### config.mk
export PLATFORM = sky130hd
export DESIGN_NAME = dsm_top
export DESIGN_NICKNAME = d
export VERILOG_FILES = /design/src/inc/dsm_pkg.sv /design/src/logic/dsm_top.sv
export VERILOG_INCLUDE_DIRS = /design/src /design/src/inc
export SDC_FILE = /design/constraint.sdc
export NUM_CORES = 1
export LEC_CHECK = 0
export ABC_AREA = 1
export BUFFER_PORTS_ARGS = -buffer_cell sky130_fd_sc_hd__buf_2
export CORE_MARGIN = 4
export CORE_UTILIZATION = 55
export CTS_BUF_LIST = sky130_fd_sc_hd__clkbuf_8
export CTS_CLUSTER_DIAMETER = 150
export DETAILED_ROUTE_END_ITERATION = 8
export GPL_TIMING_DRIVEN = 0
export PLACE_DENSITY = 0.93
export REMOVE_ABC_BUFFERS = 1
export SLEW_MARGIN = 15
export SYNTH_ARGS = -nofsm -noshare
export SYNTH_HDL_FRONTEND = slang
export SYNTH_SLANG_ARGS = --single-unit
### constraint.sdc
create_clock -name MCLK -period 2.4 [get_ports MCLK]
set_clock_uncertainty 0.15 [all_clocks]
set_input_delay 0.48 -clock MCLK [delete_from_list [all_inputs] [get_ports MCLK]]
set_output_delay 0.48 -clock MCLK [all_outputs]
set_load 0.05 [all_outputs]
### src/inc/dsm_consts.svh
// Offsets, field positions, reset values and timing figures of the
// dual supply monitor control block.
// Assumes inclusion by bare name from the design files.
`ifndef DSM_CONSTS_SVH
`define DSM_CONSTS_SVH

`define DSM_OFF_CTRL   8'h00
`define DSM_OFF_CFG    8'h04
`define DSM_OFF_STAT   8'h08
`define DSM_OFF_CLR    8'h0c
`define DSM_OFF_CAUSE  8'h10
`define DSM_OFF_PORC   8'h14

`define DSM_CTRL_RWE   0
`define DSM_CTRL_PMODE 1
`define DSM_CTRL_SACT  2
`define DSM_CTRL_SWRST 3

`define DSM_CFG_EN     0
`define DSM_CFG_MODE   1
`define DSM_CFG_LVL_LO 2
`define DSM_CFG_LVL_HI 6

`define DSM_STAT_PEV   0
`define DSM_STAT_SEV   1
`define DSM_STAT_PLVL  2
`define DSM_STAT_SLVL  3

`define DSM_CLR_PEV    0
`define DSM_CLR_SEV    1

`define DSM_CAUSE_PRIM 0
`define DSM_CAUSE_SEC  1
`define DSM_CAUSE_SW   2

`define DSM_CFG_RST    7'h00
`define DSM_RESP_OKAY  2'h0
`define DSM_RESP_SLV   2'h2

`define DSM_STAB_US    500
`define DSM_CLK_MHZ    100
`define DSM_RST_PULSE  4'h8

`endif

### src/inc/dsm_pkg.sv
// Types shared by the dual supply monitor control block.
// Assumes nothing of its surroundings.
package dsm_pkg;

   typedef enum logic [1:0] {
      DSM_SEC_OFF    = 2'b00,
      DSM_SEC_WAIT   = 2'b01,
      DSM_SEC_ACTIVE = 2'b11
   } dsm_sec_state_t;

   typedef struct packed {
      logic [4:0] level;
      logic       rst_mode;
      logic       enable;
   } dsm_cfg_t;

   typedef struct packed {
      logic sw;
      logic sec;
      logic prim;
   } dsm_cause_t;

endpackage : dsm_pkg

### src/logic/dsm_top.sv
// Control logic around the primary and secondary supply comparators,
// with an AXI4-Lite register slave.
// Assumes comparator outputs are asynchronous levels, high while the
// supply is below the threshold, and RESET_N is the power-on reset.
`include "dsm_consts.svh"
`timescale 1ns/1ns
`default_nettype none

module dsm_top
   import dsm_pkg::*;
#(
   parameter int STAB_CYCLES = `DSM_STAB_US * `DSM_CLK_MHZ
)(
   input  wire logic        MCLK,
   input  wire logic        RESET_N,
   input  wire logic        CLK_EN,
   input  wire logic        PRIMARY_BELOW,
   input  wire logic        SECONDARY_BELOW,
   input  wire logic        PRIMARY_MODE_STRAP,
   input  wire logic        S_AXI_AWVALID,
   output logic             S_AXI_AWREADY,
   input  wire logic [7:0]  S_AXI_AWADDR,
   input  wire logic        S_AXI_WVALID,
   output logic             S_AXI_WREADY,
   input  wire logic [31:0] S_AXI_WDATA,
   input  wire logic [3:0]  S_AXI_WSTRB,
   output logic             S_AXI_BVALID,
   input  wire logic        S_AXI_BREADY,
   output logic [1:0]       S_AXI_BRESP,
   input  wire logic        S_AXI_ARVALID,
   output logic             S_AXI_ARREADY,
   input  wire logic [7:0]  S_AXI_ARADDR,
   output logic             S_AXI_RVALID,
   input  wire logic        S_AXI_RREADY,
   output logic [31:0]      S_AXI_RDATA,
   output logic [1:0]       S_AXI_RRESP,
   output logic             CPU_RESET_N,
   output logic             LOW_VOLTAGE_IRQ,
   output logic             SECONDARY_MONITOR_ENABLE,
   output logic [4:0]       SECONDARY_THRESHOLD
);

   function automatic logic dsm_mapped(input logic [7:0] addr);
      logic [7:0] a;
      a = {addr[7:2], 2'b00};
      return (a == `DSM_OFF_CTRL) || (a == `DSM_OFF_CFG) ||
             (a == `DSM_OFF_STAT) || (a == `DSM_OFF_CLR) ||
             (a == `DSM_OFF_CAUSE) || (a == `DSM_OFF_PORC);
   endfunction : dsm_mapped

   // Synchroniser stages; the first stage feeds only the second.
   logic prim_s1_r, prim_s2_r, sec_s1_r, sec_s2_r;

   logic           por_hold_r, por_hold_nxt;
   logic           strap_done_r, strap_done_nxt;
   logic           pmode_r, pmode_nxt;
   logic           prim_prev_r, prim_prev_nxt;
   logic           sec_prev_r, sec_prev_nxt;
   dsm_sec_state_t sec_state_r, sec_state_nxt;
   logic [15:0]    stab_cnt_r, stab_cnt_nxt;
   logic           armed_r, armed_nxt;
   logic [3:0]     rst_cnt_r, rst_cnt_nxt;
   dsm_cfg_t       cfg_r, cfg_nxt;
   logic           rwe_r, rwe_nxt;
   logic           pflag_r, pflag_nxt;
   logic           sflag_r, sflag_nxt;
   dsm_cause_t     cause_r, cause_nxt;
   logic           porc_r, porc_nxt;
   logic           irq_r, irq_nxt;
   logic           cpu_rst_n_r, cpu_rst_n_nxt;

   logic        aw_got_r, aw_got_nxt;
   logic [7:0]  aw_addr_r, aw_addr_nxt;
   logic        w_got_r, w_got_nxt;
   logic [31:0] w_data_r, w_data_nxt;
   logic        w_strb0_r, w_strb0_nxt;
   logic        bvalid_r, bvalid_nxt;
   logic [1:0]  bresp_r, bresp_nxt;
   logic        rvalid_r, rvalid_nxt;
   logic [31:0] rdata_r, rdata_nxt;
   logic [1:0]  rresp_r, rresp_nxt;

   logic        prim_low, sec_low, sec_active;
   logic        prim_hold, sec_fire, sw_fire, wipe;
   logic        prim_ev, sec_ev, pclr, sclr;
   logic        wr_en;
   logic [7:0]  wr_addr;

   assign prim_low   = prim_s2_r;
   assign sec_low    = sec_s2_r;
   assign sec_active = (sec_state_r == DSM_SEC_ACTIVE);
   assign wr_en      = aw_got_r && w_got_r && !bvalid_r && w_strb0_r;
   assign wr_addr    = {aw_addr_r[7:2], 2'b00};

   always_ff @(posedge MCLK or negedge RESET_N) begin
      if (!RESET_N) begin
         prim_s1_r <= 1'b1;
         prim_s2_r <= 1'b1;
         sec_s1_r  <= 1'b0;
         sec_s2_r  <= 1'b0;
      end else if (CLK_EN) begin
         prim_s1_r <= PRIMARY_BELOW;
         prim_s2_r <= prim_s1_r;
         sec_s1_r  <= SECONDARY_BELOW;
         sec_s2_r  <= sec_s1_r;
      end
   end

   always_comb begin
      pclr = 1'b0;
      sclr = 1'b0;
      sw_fire = 1'b0;
      por_hold_nxt   = por_hold_r && prim_low;
      strap_done_nxt = 1'b1;
      pmode_nxt      = strap_done_r ? pmode_r : PRIMARY_MODE_STRAP;
      prim_prev_nxt  = prim_low;
      sec_prev_nxt   = sec_low;
      cfg_nxt        = cfg_r;
      rwe_nxt        = rwe_r;
      cause_nxt      = cause_r;
      porc_nxt       = porc_r;
      prim_hold = !por_hold_r && strap_done_r && pmode_r && prim_low;
      sec_fire  = sec_active && cfg_r.rst_mode && sec_low &&
                  (rst_cnt_r == 4'h0);
      prim_ev = !por_hold_r && strap_done_r && !pmode_r &&
                (prim_low != prim_prev_r);
      // Unarmed, only a low level counts, so a rise seen first is dropped.
      sec_ev = sec_active && !cfg_r.rst_mode &&
               (armed_r ? (sec_low != sec_prev_r) : sec_low);
      if (wr_en) begin
         unique case (wr_addr)
            `DSM_OFF_CTRL: begin
               rwe_nxt = w_data_r[`DSM_CTRL_RWE];
               sw_fire = w_data_r[`DSM_CTRL_SWRST];
            end
            `DSM_OFF_CFG: begin
               if (rwe_r) begin
                  cfg_nxt = w_data_r[`DSM_CFG_LVL_HI:`DSM_CFG_EN];
               end
            end
            `DSM_OFF_CLR: begin
               pclr = w_data_r[`DSM_CLR_PEV];
               sclr = w_data_r[`DSM_CLR_SEV];
            end
            `DSM_OFF_CAUSE: begin
               cause_nxt = cause_r & ~w_data_r[2:0];
            end
            `DSM_OFF_PORC: begin
               porc_nxt = porc_r && !w_data_r[0];
            end
            default: begin
            end
         endcase
      end
      if (sec_fire) begin
         pmode_nxt = 1'b1;
      end
      wipe = sec_fire || sw_fire || prim_hold;
      // The record names only the latest reset, so it is replaced.
      if (prim_hold) begin
         cause_nxt = 3'b001;
         porc_nxt  = 1'b0;
      end else if (sec_fire) begin
         cause_nxt = 3'b010;
         porc_nxt  = 1'b0;
      end else if (sw_fire) begin
         cause_nxt = 3'b100;
         porc_nxt  = 1'b0;
      end
      if (sec_fire || sw_fire) begin
         rst_cnt_nxt = `DSM_RST_PULSE;
      end else if (rst_cnt_r != 4'h0) begin
         rst_cnt_nxt = rst_cnt_r - 4'h1;
      end else begin
         rst_cnt_nxt = 4'h0;
      end
      if (wipe) begin
         cfg_nxt = `DSM_CFG_RST;
         rwe_nxt = 1'b0;
      end
      cpu_rst_n_nxt = !(por_hold_nxt || prim_hold ||
                        (rst_cnt_nxt != 4'h0));
   end

   always_comb begin
      sec_state_nxt = sec_state_r;
      stab_cnt_nxt  = stab_cnt_r;
      armed_nxt     = armed_r;
      if (!cfg_nxt.enable) begin
         sec_state_nxt = DSM_SEC_OFF;
      end else begin
         unique case (sec_state_r)
            DSM_SEC_OFF: begin
               sec_state_nxt = DSM_SEC_WAIT;
               stab_cnt_nxt  = 16'h0000;
            end
            DSM_SEC_WAIT: begin
               if (stab_cnt_r == 16'(STAB_CYCLES - 1)) begin
                  sec_state_nxt = DSM_SEC_ACTIVE;
                  armed_nxt     = 1'b0;
               end else begin
                  stab_cnt_nxt = stab_cnt_r + 16'h0001;
               end
            end
            DSM_SEC_ACTIVE: begin
               if (sec_ev) begin
                  armed_nxt = 1'b1;
               end
            end
            default: begin
               sec_state_nxt = DSM_SEC_OFF;
            end
         endcase
      end
   end

   always_comb begin
      // Set wins over a software clear so no event is lost.
      pflag_nxt = prim_ev || (pflag_r && !pclr);
      sflag_nxt = sec_ev || (sflag_r && !sclr);
      irq_nxt   = (prim_ev || sec_ev) && !wipe;
      if (wipe) begin
         pflag_nxt = 1'b0;
         sflag_nxt = 1'b0;
      end
   end

   assign S_AXI_AWREADY = !aw_got_r && !bvalid_r;
   assign S_AXI_WREADY  = !w_got_r && !bvalid_r;
   assign S_AXI_ARREADY = !rvalid_r;

   always_comb begin
      aw_got_nxt  = aw_got_r;
      aw_addr_nxt = aw_addr_r;
      w_got_nxt   = w_got_r;
      w_data_nxt  = w_data_r;
      w_strb0_nxt = w_strb0_r;
      bvalid_nxt  = bvalid_r;
      bresp_nxt   = bresp_r;
      rvalid_nxt  = rvalid_r;
      rdata_nxt   = rdata_r;
      rresp_nxt   = rresp_r;
      if (S_AXI_AWVALID && S_AXI_AWREADY) begin
         aw_got_nxt  = 1'b1;
         aw_addr_nxt = S_AXI_AWADDR;
      end
      if (S_AXI_WVALID && S_AXI_WREADY) begin
         w_got_nxt   = 1'b1;
         w_data_nxt  = S_AXI_WDATA;
         w_strb0_nxt = S_AXI_WSTRB[0];
      end
      if (aw_got_r && w_got_r && !bvalid_r) begin
         aw_got_nxt = 1'b0;
         w_got_nxt  = 1'b0;
         bvalid_nxt = 1'b1;
         bresp_nxt  = dsm_mapped(aw_addr_r) ? `DSM_RESP_OKAY
                                            : `DSM_RESP_SLV;
      end else if (bvalid_r && S_AXI_BREADY) begin
         bvalid_nxt = 1'b0;
      end
      if (S_AXI_ARVALID && S_AXI_ARREADY) begin
         rvalid_nxt = 1'b1;
         rdata_nxt  = 32'h0000_0000;
         rresp_nxt  = dsm_mapped(S_AXI_ARADDR) ? `DSM_RESP_OKAY
                                               : `DSM_RESP_SLV;
         unique case ({S_AXI_ARADDR[7:2], 2'b00})
            `DSM_OFF_CTRL: begin
               rdata_nxt[`DSM_CTRL_RWE]   = rwe_r;
               rdata_nxt[`DSM_CTRL_PMODE] = pmode_r;
               rdata_nxt[`DSM_CTRL_SACT]  = sec_active;
            end
            `DSM_OFF_CFG: begin
               rdata_nxt[`DSM_CFG_LVL_HI:`DSM_CFG_EN] = cfg_r;
            end
            `DSM_OFF_STAT: begin
               rdata_nxt[`DSM_STAT_PEV]  = pflag_r;
               rdata_nxt[`DSM_STAT_SEV]  = sflag_r;
               rdata_nxt[`DSM_STAT_PLVL] = prim_low;
               rdata_nxt[`DSM_STAT_SLVL] = sec_low && sec_active;
            end
            `DSM_OFF_CAUSE: begin
               rdata_nxt[2:0] = cause_r;
            end
            `DSM_OFF_PORC: begin
               rdata_nxt[0] = porc_r;
            end
            default: begin
            end
         endcase
      end else if (rvalid_r && S_AXI_RREADY) begin
         rvalid_nxt = 1'b0;
      end
   end

   always_ff @(posedge MCLK or negedge RESET_N) begin
      if (!RESET_N) begin
         por_hold_r   <= 1'b1;
         strap_done_r <= 1'b0;
         pmode_r      <= 1'b1;
         prim_prev_r  <= 1'b1;
         sec_prev_r   <= 1'b0;
         sec_state_r  <= DSM_SEC_OFF;
         stab_cnt_r   <= 16'h0000;
         armed_r      <= 1'b0;
         rst_cnt_r    <= 4'h0;
         cfg_r        <= `DSM_CFG_RST;
         rwe_r        <= 1'b0;
         pflag_r      <= 1'b0;
         sflag_r      <= 1'b0;
         cause_r      <= 3'b000;
         porc_r       <= 1'b1;
         irq_r        <= 1'b0;
         cpu_rst_n_r  <= 1'b0;
         aw_got_r     <= 1'b0;
         aw_addr_r    <= 8'h00;
         w_got_r      <= 1'b0;
         w_data_r     <= 32'h0000_0000;
         w_strb0_r    <= 1'b0;
         bvalid_r     <= 1'b0;
         bresp_r      <= `DSM_RESP_OKAY;
         rvalid_r     <= 1'b0;
         rdata_r      <= 32'h0000_0000;
         rresp_r      <= `DSM_RESP_OKAY;
      end else if (CLK_EN) begin
         por_hold_r   <= por_hold_nxt;
         strap_done_r <= strap_done_nxt;
         pmode_r      <= pmode_nxt;
         prim_prev_r  <= prim_prev_nxt;
         sec_prev_r   <= sec_prev_nxt;
         sec_state_r  <= sec_state_nxt;
         stab_cnt_r   <= stab_cnt_nxt;
         armed_r      <= armed_nxt;
         rst_cnt_r    <= rst_cnt_nxt;
         cfg_r        <= cfg_nxt;
         rwe_r        <= rwe_nxt;
         pflag_r      <= pflag_nxt;
         sflag_r      <= sflag_nxt;
         cause_r      <= cause_nxt;
         porc_r       <= porc_nxt;
         irq_r        <= irq_nxt;
         cpu_rst_n_r  <= cpu_rst_n_nxt;
         aw_got_r     <= aw_got_nxt;
         aw_addr_r    <= aw_addr_nxt;
         w_got_r      <= w_got_nxt;
         w_data_r     <= w_data_nxt;
         w_strb0_r    <= w_strb0_nxt;
         bvalid_r     <= bvalid_nxt;
         bresp_r      <= bresp_nxt;
         rvalid_r     <= rvalid_nxt;
         rdata_r      <= rdata_nxt;
         rresp_r      <= rresp_nxt;
      end
   end

   assign S_AXI_BVALID = bvalid_r;
   assign S_AXI_BRESP  = bresp_r;
   assign S_AXI_RVALID = rvalid_r;
   assign S_AXI_RDATA  = rdata_r;
   assign S_AXI_RRESP  = rresp_r;
   assign CPU_RESET_N     = cpu_rst_n_r;
   assign LOW_VOLTAGE_IRQ = irq_r;
   assign SECONDARY_MONITOR_ENABLE = cfg_r.enable;
   assign SECONDARY_THRESHOLD      = cfg_r.level;

endmodule : dsm_top

`default_nettype wire

==> results of run 1 <==
-- worst paths after layout --
check                                    endpoint  slack [ns]
setup / recovery           SECONDARY_THRESHOLD[2]        0.19
hold / removal                        w_data_r[4]        0.17
setup reg to reg           SECONDARY_THRESHOLD[2]        0.19
hold reg to reg                         prim_s1_r        0.33
max in group asynchronous              por_hold_r        1.03
min in group asynchronous                 w_got_r        0.45
-- logic make-up after synthesis --
logic type      Yosys count  share of synthesized area, %
simple gates            335                         33.75
buf+inv                  90                         11.34
flops                    75                         44.13
compound gates           53                         7.149
xor+xnor                 13                         2.666
fa+ha+maj                 3                        0.8791
other cells               1                       0.08781
-- layer usage --
layer / GRT usage, % / routed length [µm] / up-vias
met5: 0 / 0 / -
met4: 10.66 / 246 / 0
li1: - / - / 1850
met3: 3.127 / 710 / 24
met2: 36.92 / 4607 / 192
met1: 30.01 / 4021 / 1789
-- where the power goes --
group | leakage, nW | total, mW | internal, mW | switching (mW)
Sequential | 0.966 | 1.72 | 1.52 | 0.200
Combinational | 1.32 | 1.28 | 0.336 | 0.941
Clock | 0.104 | 0.993 | 0.488 | 0.505
-- layout make-up --
type | count | area share, %
clock inverters | 7 | 1.601
repair buffers | 54 | 6.245
flip-flops and latches | 75 | 40.19
inverters | 47 | 3.763
clock buffers | 9 | 2.642
multi-input cells | 431 | 42.91
well taps | 99 | 2.642
-- cell usage after synthesis (all sizes together), types with 2 or more instances --
cell type | instances | area [µm²]
nand3 | 47 | 247.7
a31oi | 2 | 12.51
dfstp | 6 | 157.7
o31ai | 2 | 15.01
ha | 3 | 37.54
xnor2 | 2 | 17.52
nor2 | 81 | 357.9
o21ai | 37 | 203.9
or2 | 2 | 12.51
buf | 38 | 289.0
o22ai | 2 | 12.51
clkbuf | 5 | 18.77
nor3 | 2 | 10.01
o211ai | 2 | 15.01
a21oi | 6 | 30.03
xor2 | 11 | 96.34
nand4 | 13 | 81.33
nand2 | 189 | 724.4
inv | 44 | 165.1
clkinv | 3 | 11.26
dfrtp | 69 | 1727
-- state kept, by name, indices dropped and copies added, names as in the netlist, 2 cells and up --
signal               flops
stab_cnt_r              16
S_AXI_RDATA              7
w_data_r                 7
aw_addr_r                6
SECONDARY_THRESHOLD      5
rst_cnt_r                4
cause_r                  3
sec_state_r              2
-- metrics by stage --
stage	TNS, ns	total power [mW]	hold WS, ns	area, µm²	setup slack (ns)
floorplan	0	2.662	0.03441	4060	0.05629
global placement	0	2.932	0.3046	4444	0.02416
detailed placement	-0.5378	3.009	0.2946	4467	-0.05846
CTS	0	3.998	0.1579	4681	0.05260
global route	0	4.250	0.1717	4688	0.04772
finish	0	3.987	0.1674	4688	0.1870
-- critical path: stages (launching register included) --
cell and delay [ns]:
dfrtp_1 0.40, inv_1 0.11, ha_1 0.18, nand2_1 0.07
nor2_1 0.19, nand3_1 0.20, nand2_1 0.17, nor2_4 0.07
o21ai_1 0.15, nand2_2 0.22, nand2_1 0.15, o21ai_2 0.06
-- timing repair --
action,in CTS,in global routing
endpoints found under the hold margin,31,0
hold buffers,1,0
setup buffers,0,0
endpoints found under the setup margin,16,22
gates resized for setup,1,2
==> impl_metrics.yaml, run 1 <==
drt:
  viasPerCell: 5.339
  dr.first_iter.drc_count: 420
  routed_wl_um: 9586
  ant_nets: 0
  drc: 0
  wl_per_cell_um: 13.28
  via_count: 3855
  drtPass1Iterations: 8
global_route:
  track_usage_pct: 22.72
  grt_pass1_vias: 3624
  grt_pass1_wl_um: 16480
  grt_max_degree: 45
  grt_antenna_before_repair: 0
  grt-ovfl-total: 0
power_and_ir_drop:
  cellPowerDensity_nw_per_um2: 850.4
  peakVddDrop_uv: 796.1
  leakagePower_nw: 2.392
synth:
  syn_inst: 570
  ys_types: 36
  synth_flop_cell: "dfrtp_1"
  synth_edf_count: 0
  netlist_area_um2: 4270
  async_reset_ff_share_pct: 100.0
  ys_seq_area_share_pct: 44.13
  ys_warn_count: 0
  ys_ff_latch: 75
  avgSynthCellArea_um2: 7.492
finish:
  multi_input_area_um2: 2012
  seq_area_um2: 1884
  final_common_cell: "nand2_1"
  areaGrowthSynthToFinish_pct: 9.786
  final_cell_mix: "nand2_1 (184), nor2_1 (71), dfrtp_1 (69)"
  nets: 684
  fin_util_pct: 63.28
  fillers: 623
  antennaDiodeCount: 0
  drive_gt1_share_pct: 16.37
  final_cells: 722
place:
  port_buffers: 52
  dp_hpwl_um: 7043
  dp.cells: 705
  gp_congestion: 0.9126
critical_path:
  path_class: "flop to flop"
  worstSetupEndpointType: "flop"
  cp.arrival_ns: 2.31
  crit_path_start: "rst_cnt_r[0]"
  path_max_fanout: 11
  critPathRequiredTime_ns: 2.49
  cp-start-kind: "flop"
  reg2reg_depth: 11
  r2r-start: "rst_cnt_r[0]"
clock_tree:
  cts_tree: "built"
  cts_root_buf: "clkbuf_8"
  clk_latency_ns: 0.35
  clockBufferDepth: 2
  cts_buffers: 9
  cts.clk_slew.worst_paths_ns: 0.09
  cts_sinks: 75
  h-tree-depth: 3
hold_path:
  hold_start: "S_AXI_WDATA[4]"
  holdPathStages: 3
  hold_class: "primary input to flop"
sta:
  final_hold_viol_count: 0
  drv_slew: 0
  min_period_ns: 2.213
  setup_viol: 0
  clock.fmax_ghz: 0.4519
  period_share_pct: 92.21
  relSlewSlack_pct: 66.39
  worst_pin_slew_ns: 0.5010
  rsz0062_at_grt: "no"
floorplan:
  std_cell_rows: 31
  ios: 112
  die_h_um: 96.12
  start_util_pct: 57.64
  core_area_um2: 7408
  fp.dieW_um: 96.12
  dieArea_um2: 9238
status:
  status: "completed"
job:
  maxCapViolations: 0
No activity file was read; power rests on OpenSTA's default activity.
==> run 2, diff against run 1 <==
CORE_UTILIZATION = 45   (was 55)
PLACE_DENSITY = 0.8   (was 0.93)
==> run 2 against run 1 <==
Compared with the run above: register-to-register slack barely moved; hold slack got worse by 0.019 ns; global-route usage down 5.3 points; via count is 2.4% lower; highest routed layer unchanged; cell count is 4.2% higher; die area increased by 20%; worst setup slack better by 0.0070 ns; clock power increased by 0.6%; largest power group unchanged.
==> impl_metrics.yaml, run 2 (synthesis gave the netlist of run 1 again) <==
sta:
  min_period_ns: 2.206
  period_share_pct: 91.92
  tns_ns: 0
  relSlewSlack_pct: 66.03
  rsz0062_at_grt: "yes"
  worst_pin_slew_ns: 0.5065
  fin_hold_ws_ns: 0.1487
  drv_slew: 0
  fin_ws_ns: 0.1939
  final_hold_viol_count: 0
  setup_viol: 0
  clock.fmax_ghz: 0.4533
job:
  maxCapViolations: 0
hold_path:
  holdPathStages: 3
  hold_class: "primary input to flop"
  holdPathEnd: "aw_addr_r[6]"
  hold_start: "S_AXI_AWADDR[6]"
clock_tree:
  cts.clk_slew.worst_paths_ns: 0.09
  cts_tree: "built"
  cts_sinks: 75
  cts_root_buf: "clkbuf_8"
  h-tree-depth: 3
  clockBufferDepth: 2
  post-cts-setup-buffer-count: 0
  clk_latency_ns: 0.37
  cts_buffers: 9
finish:
  areaGrowthSynthToFinish_pct: 10.87
  final_cells: 752
  nets: 684
  fin_util_pct: 51.24
  fillers: 857
  top_register: "stab_cnt_r"
  drive_gt1_share_pct: 16.21
  largest_reg_flops: 16
  final_common_cell: "nand2_1"
  seq_area_um2: 1884
  multi_input_area_um2: 2012
  final_cell_mix: "nand2_1 (184), nor2_1 (71), dfrtp_1 (69)"
  antennaDiodeCount: 0
global_route:
  grt-ovfl-total: 0
  grt_max_degree: 51
  track_usage_pct: 17.43
  grt_pass1_vias: 3466
  grt_antenna_before_repair: 0
  grt_pass1_wl_um: 15870
critical_path:
  r2r-start: "stab_cnt_r[0]"
  cp-start-kind: "flop"
  worstSetupEndpointType: "flop"
  r2r_end: "stab_cnt_r[14]"
  r2r_slack_ns: 0.19
  path_max_fanout: 17
  reg2reg_depth: 9
  critPathRequiredTime_ns: 2.51
  path_class: "flop to flop"
  cp.arrival_ns: 2.31
floorplan:
  fp.dieW_um: 105.4
  die_h_um: 105.4
  std_cell_rows: 35
  start_util_pct: 46.22
  dieArea_um2: 11110
  core_area_um2: 9240
  ios: 112
power_and_ir_drop:
  cellPowerDensity_nw_per_um2: 843.3
  leakagePower_nw: 2.393
  peakVddDrop_uv: 734.8
  switchingPower_mw: 1.651
  comb_power_share_pct: 32.1
  p_sw_share_pct: 41.35
  p_int_mw: 2.341
  seq_power_share_pct: 42.9
  clkPwrFrac_pct: 25.0
drt:
  wl_per_cell_um: 12.55
  ant_nets: 0
  drtPass1Iterations: 5
  dr.first_iter.drc_count: 288
  viasPerCell: 5.003
  drc: 0
  via_count: 3762
  routed_wl_um: 9435
place:
  dp_hpwl_um: 6957
  dp.cells: 735
  port_buffers: 52
  gp_congestion: 0.9129
  place_ws_ns: -0.05391
status:
  status: "completed"
==> run 2: cell count changes in the layout (fill, tap and decap cells not counted), sizes merged <==
cell	before	now
inv	46	47
clkinvlp	0	1
clkinv	7	5
==> run 2: power by group through the flow <==
| stage | combinational [mW] | sequential, mW | clock, mW |
|---|---|---|---|
| global placement | 1.23 | 1.72 | 0 |
| global route | 1.43 | 1.74 | 1.08 |
| CTS | 1.29 | 1.71 | 1.02 |
| finish | 1.28 | 1.71 | 0.999 |
| detailed placement | 1.27 | 1.73 | 0 |
| floorplan | 0.805 | 1.86 | 0 |
==> run 2: how the worst max path moves through the flow <==
| stage | start | to | slack, ns | cells past startpoint |
|---|---|---|---|---|
| floorplan | S_AXI_BVALID | w_data_r[0] | 0.06 | 4 |
| global placement | stab_cnt_r[0] | stab_cnt_r[15] | -0.02 | 9 |
| detailed placement | stab_cnt_r[0] | stab_cnt_r[8] | -0.05 | 9 |
| CTS | rst_cnt_r[0] | stab_cnt_r[14] | 0.06 | 10 |
| global route | rst_cnt_r[0] | stab_cnt_r[0] | -0.01 | 10 |
| finish | stab_cnt_r[0] | stab_cnt_r[14] | 0.19 | 9 |
==> run 2: per-layer routing <==
metal / vias up / global-route usage [%] / routed length (µm)
met3: 19 / 3.123 / 453
met5: - / 0 / 0
li1: 1850 / - / -
met2: 114 / 28.10 / 4518
met1: 1779 / 23.11 / 4269
met4: 0 / 7.310 / 194
==> run 2: metrics by stage <==
step | power (mW) | cell area, µm²
2_1_floorplan | 2.662 | 4060
3_3_place_gp | 2.947 | 4482
3_5_place_dp | 3.006 | 4512
4_1_cts | 4.008 | 4727
5_1_grt | 4.253 | 4735
6_report | 3.992 | 4735
==> run 2: timing repair <==
action	in CTS	in global routing
hold buffers	1	0
gates cloned	0	0
hold endpoints to repair	24	0
gates resized for setup	1	2
setup endpoints to repair	16	22
==> run 2: critical path, cell delays in order, from the launching register on <==
cell and delay, ns:
dfrtp_1 0.43, ha_1 0.30, nand3_1 0.16, nor2_1 0.06
nand2_1 0.12, nor2_1 0.08, nor2_4 0.35, nand3_4 0.27
nand2_1 0.12, nand2_1 0.06
==> run 2: final cells by class <==
cell class | instances | area share, %
Clock buffer | 9 | 2.616
Clock inverter | 7 | 1.612
Inverter | 47 | 3.726
Multi-Input combinational cell | 431 | 42.49
Sequential cell | 75 | 39.80
Tap cell | 129 | 3.409
Timing Repair Buffer | 54 | 6.342
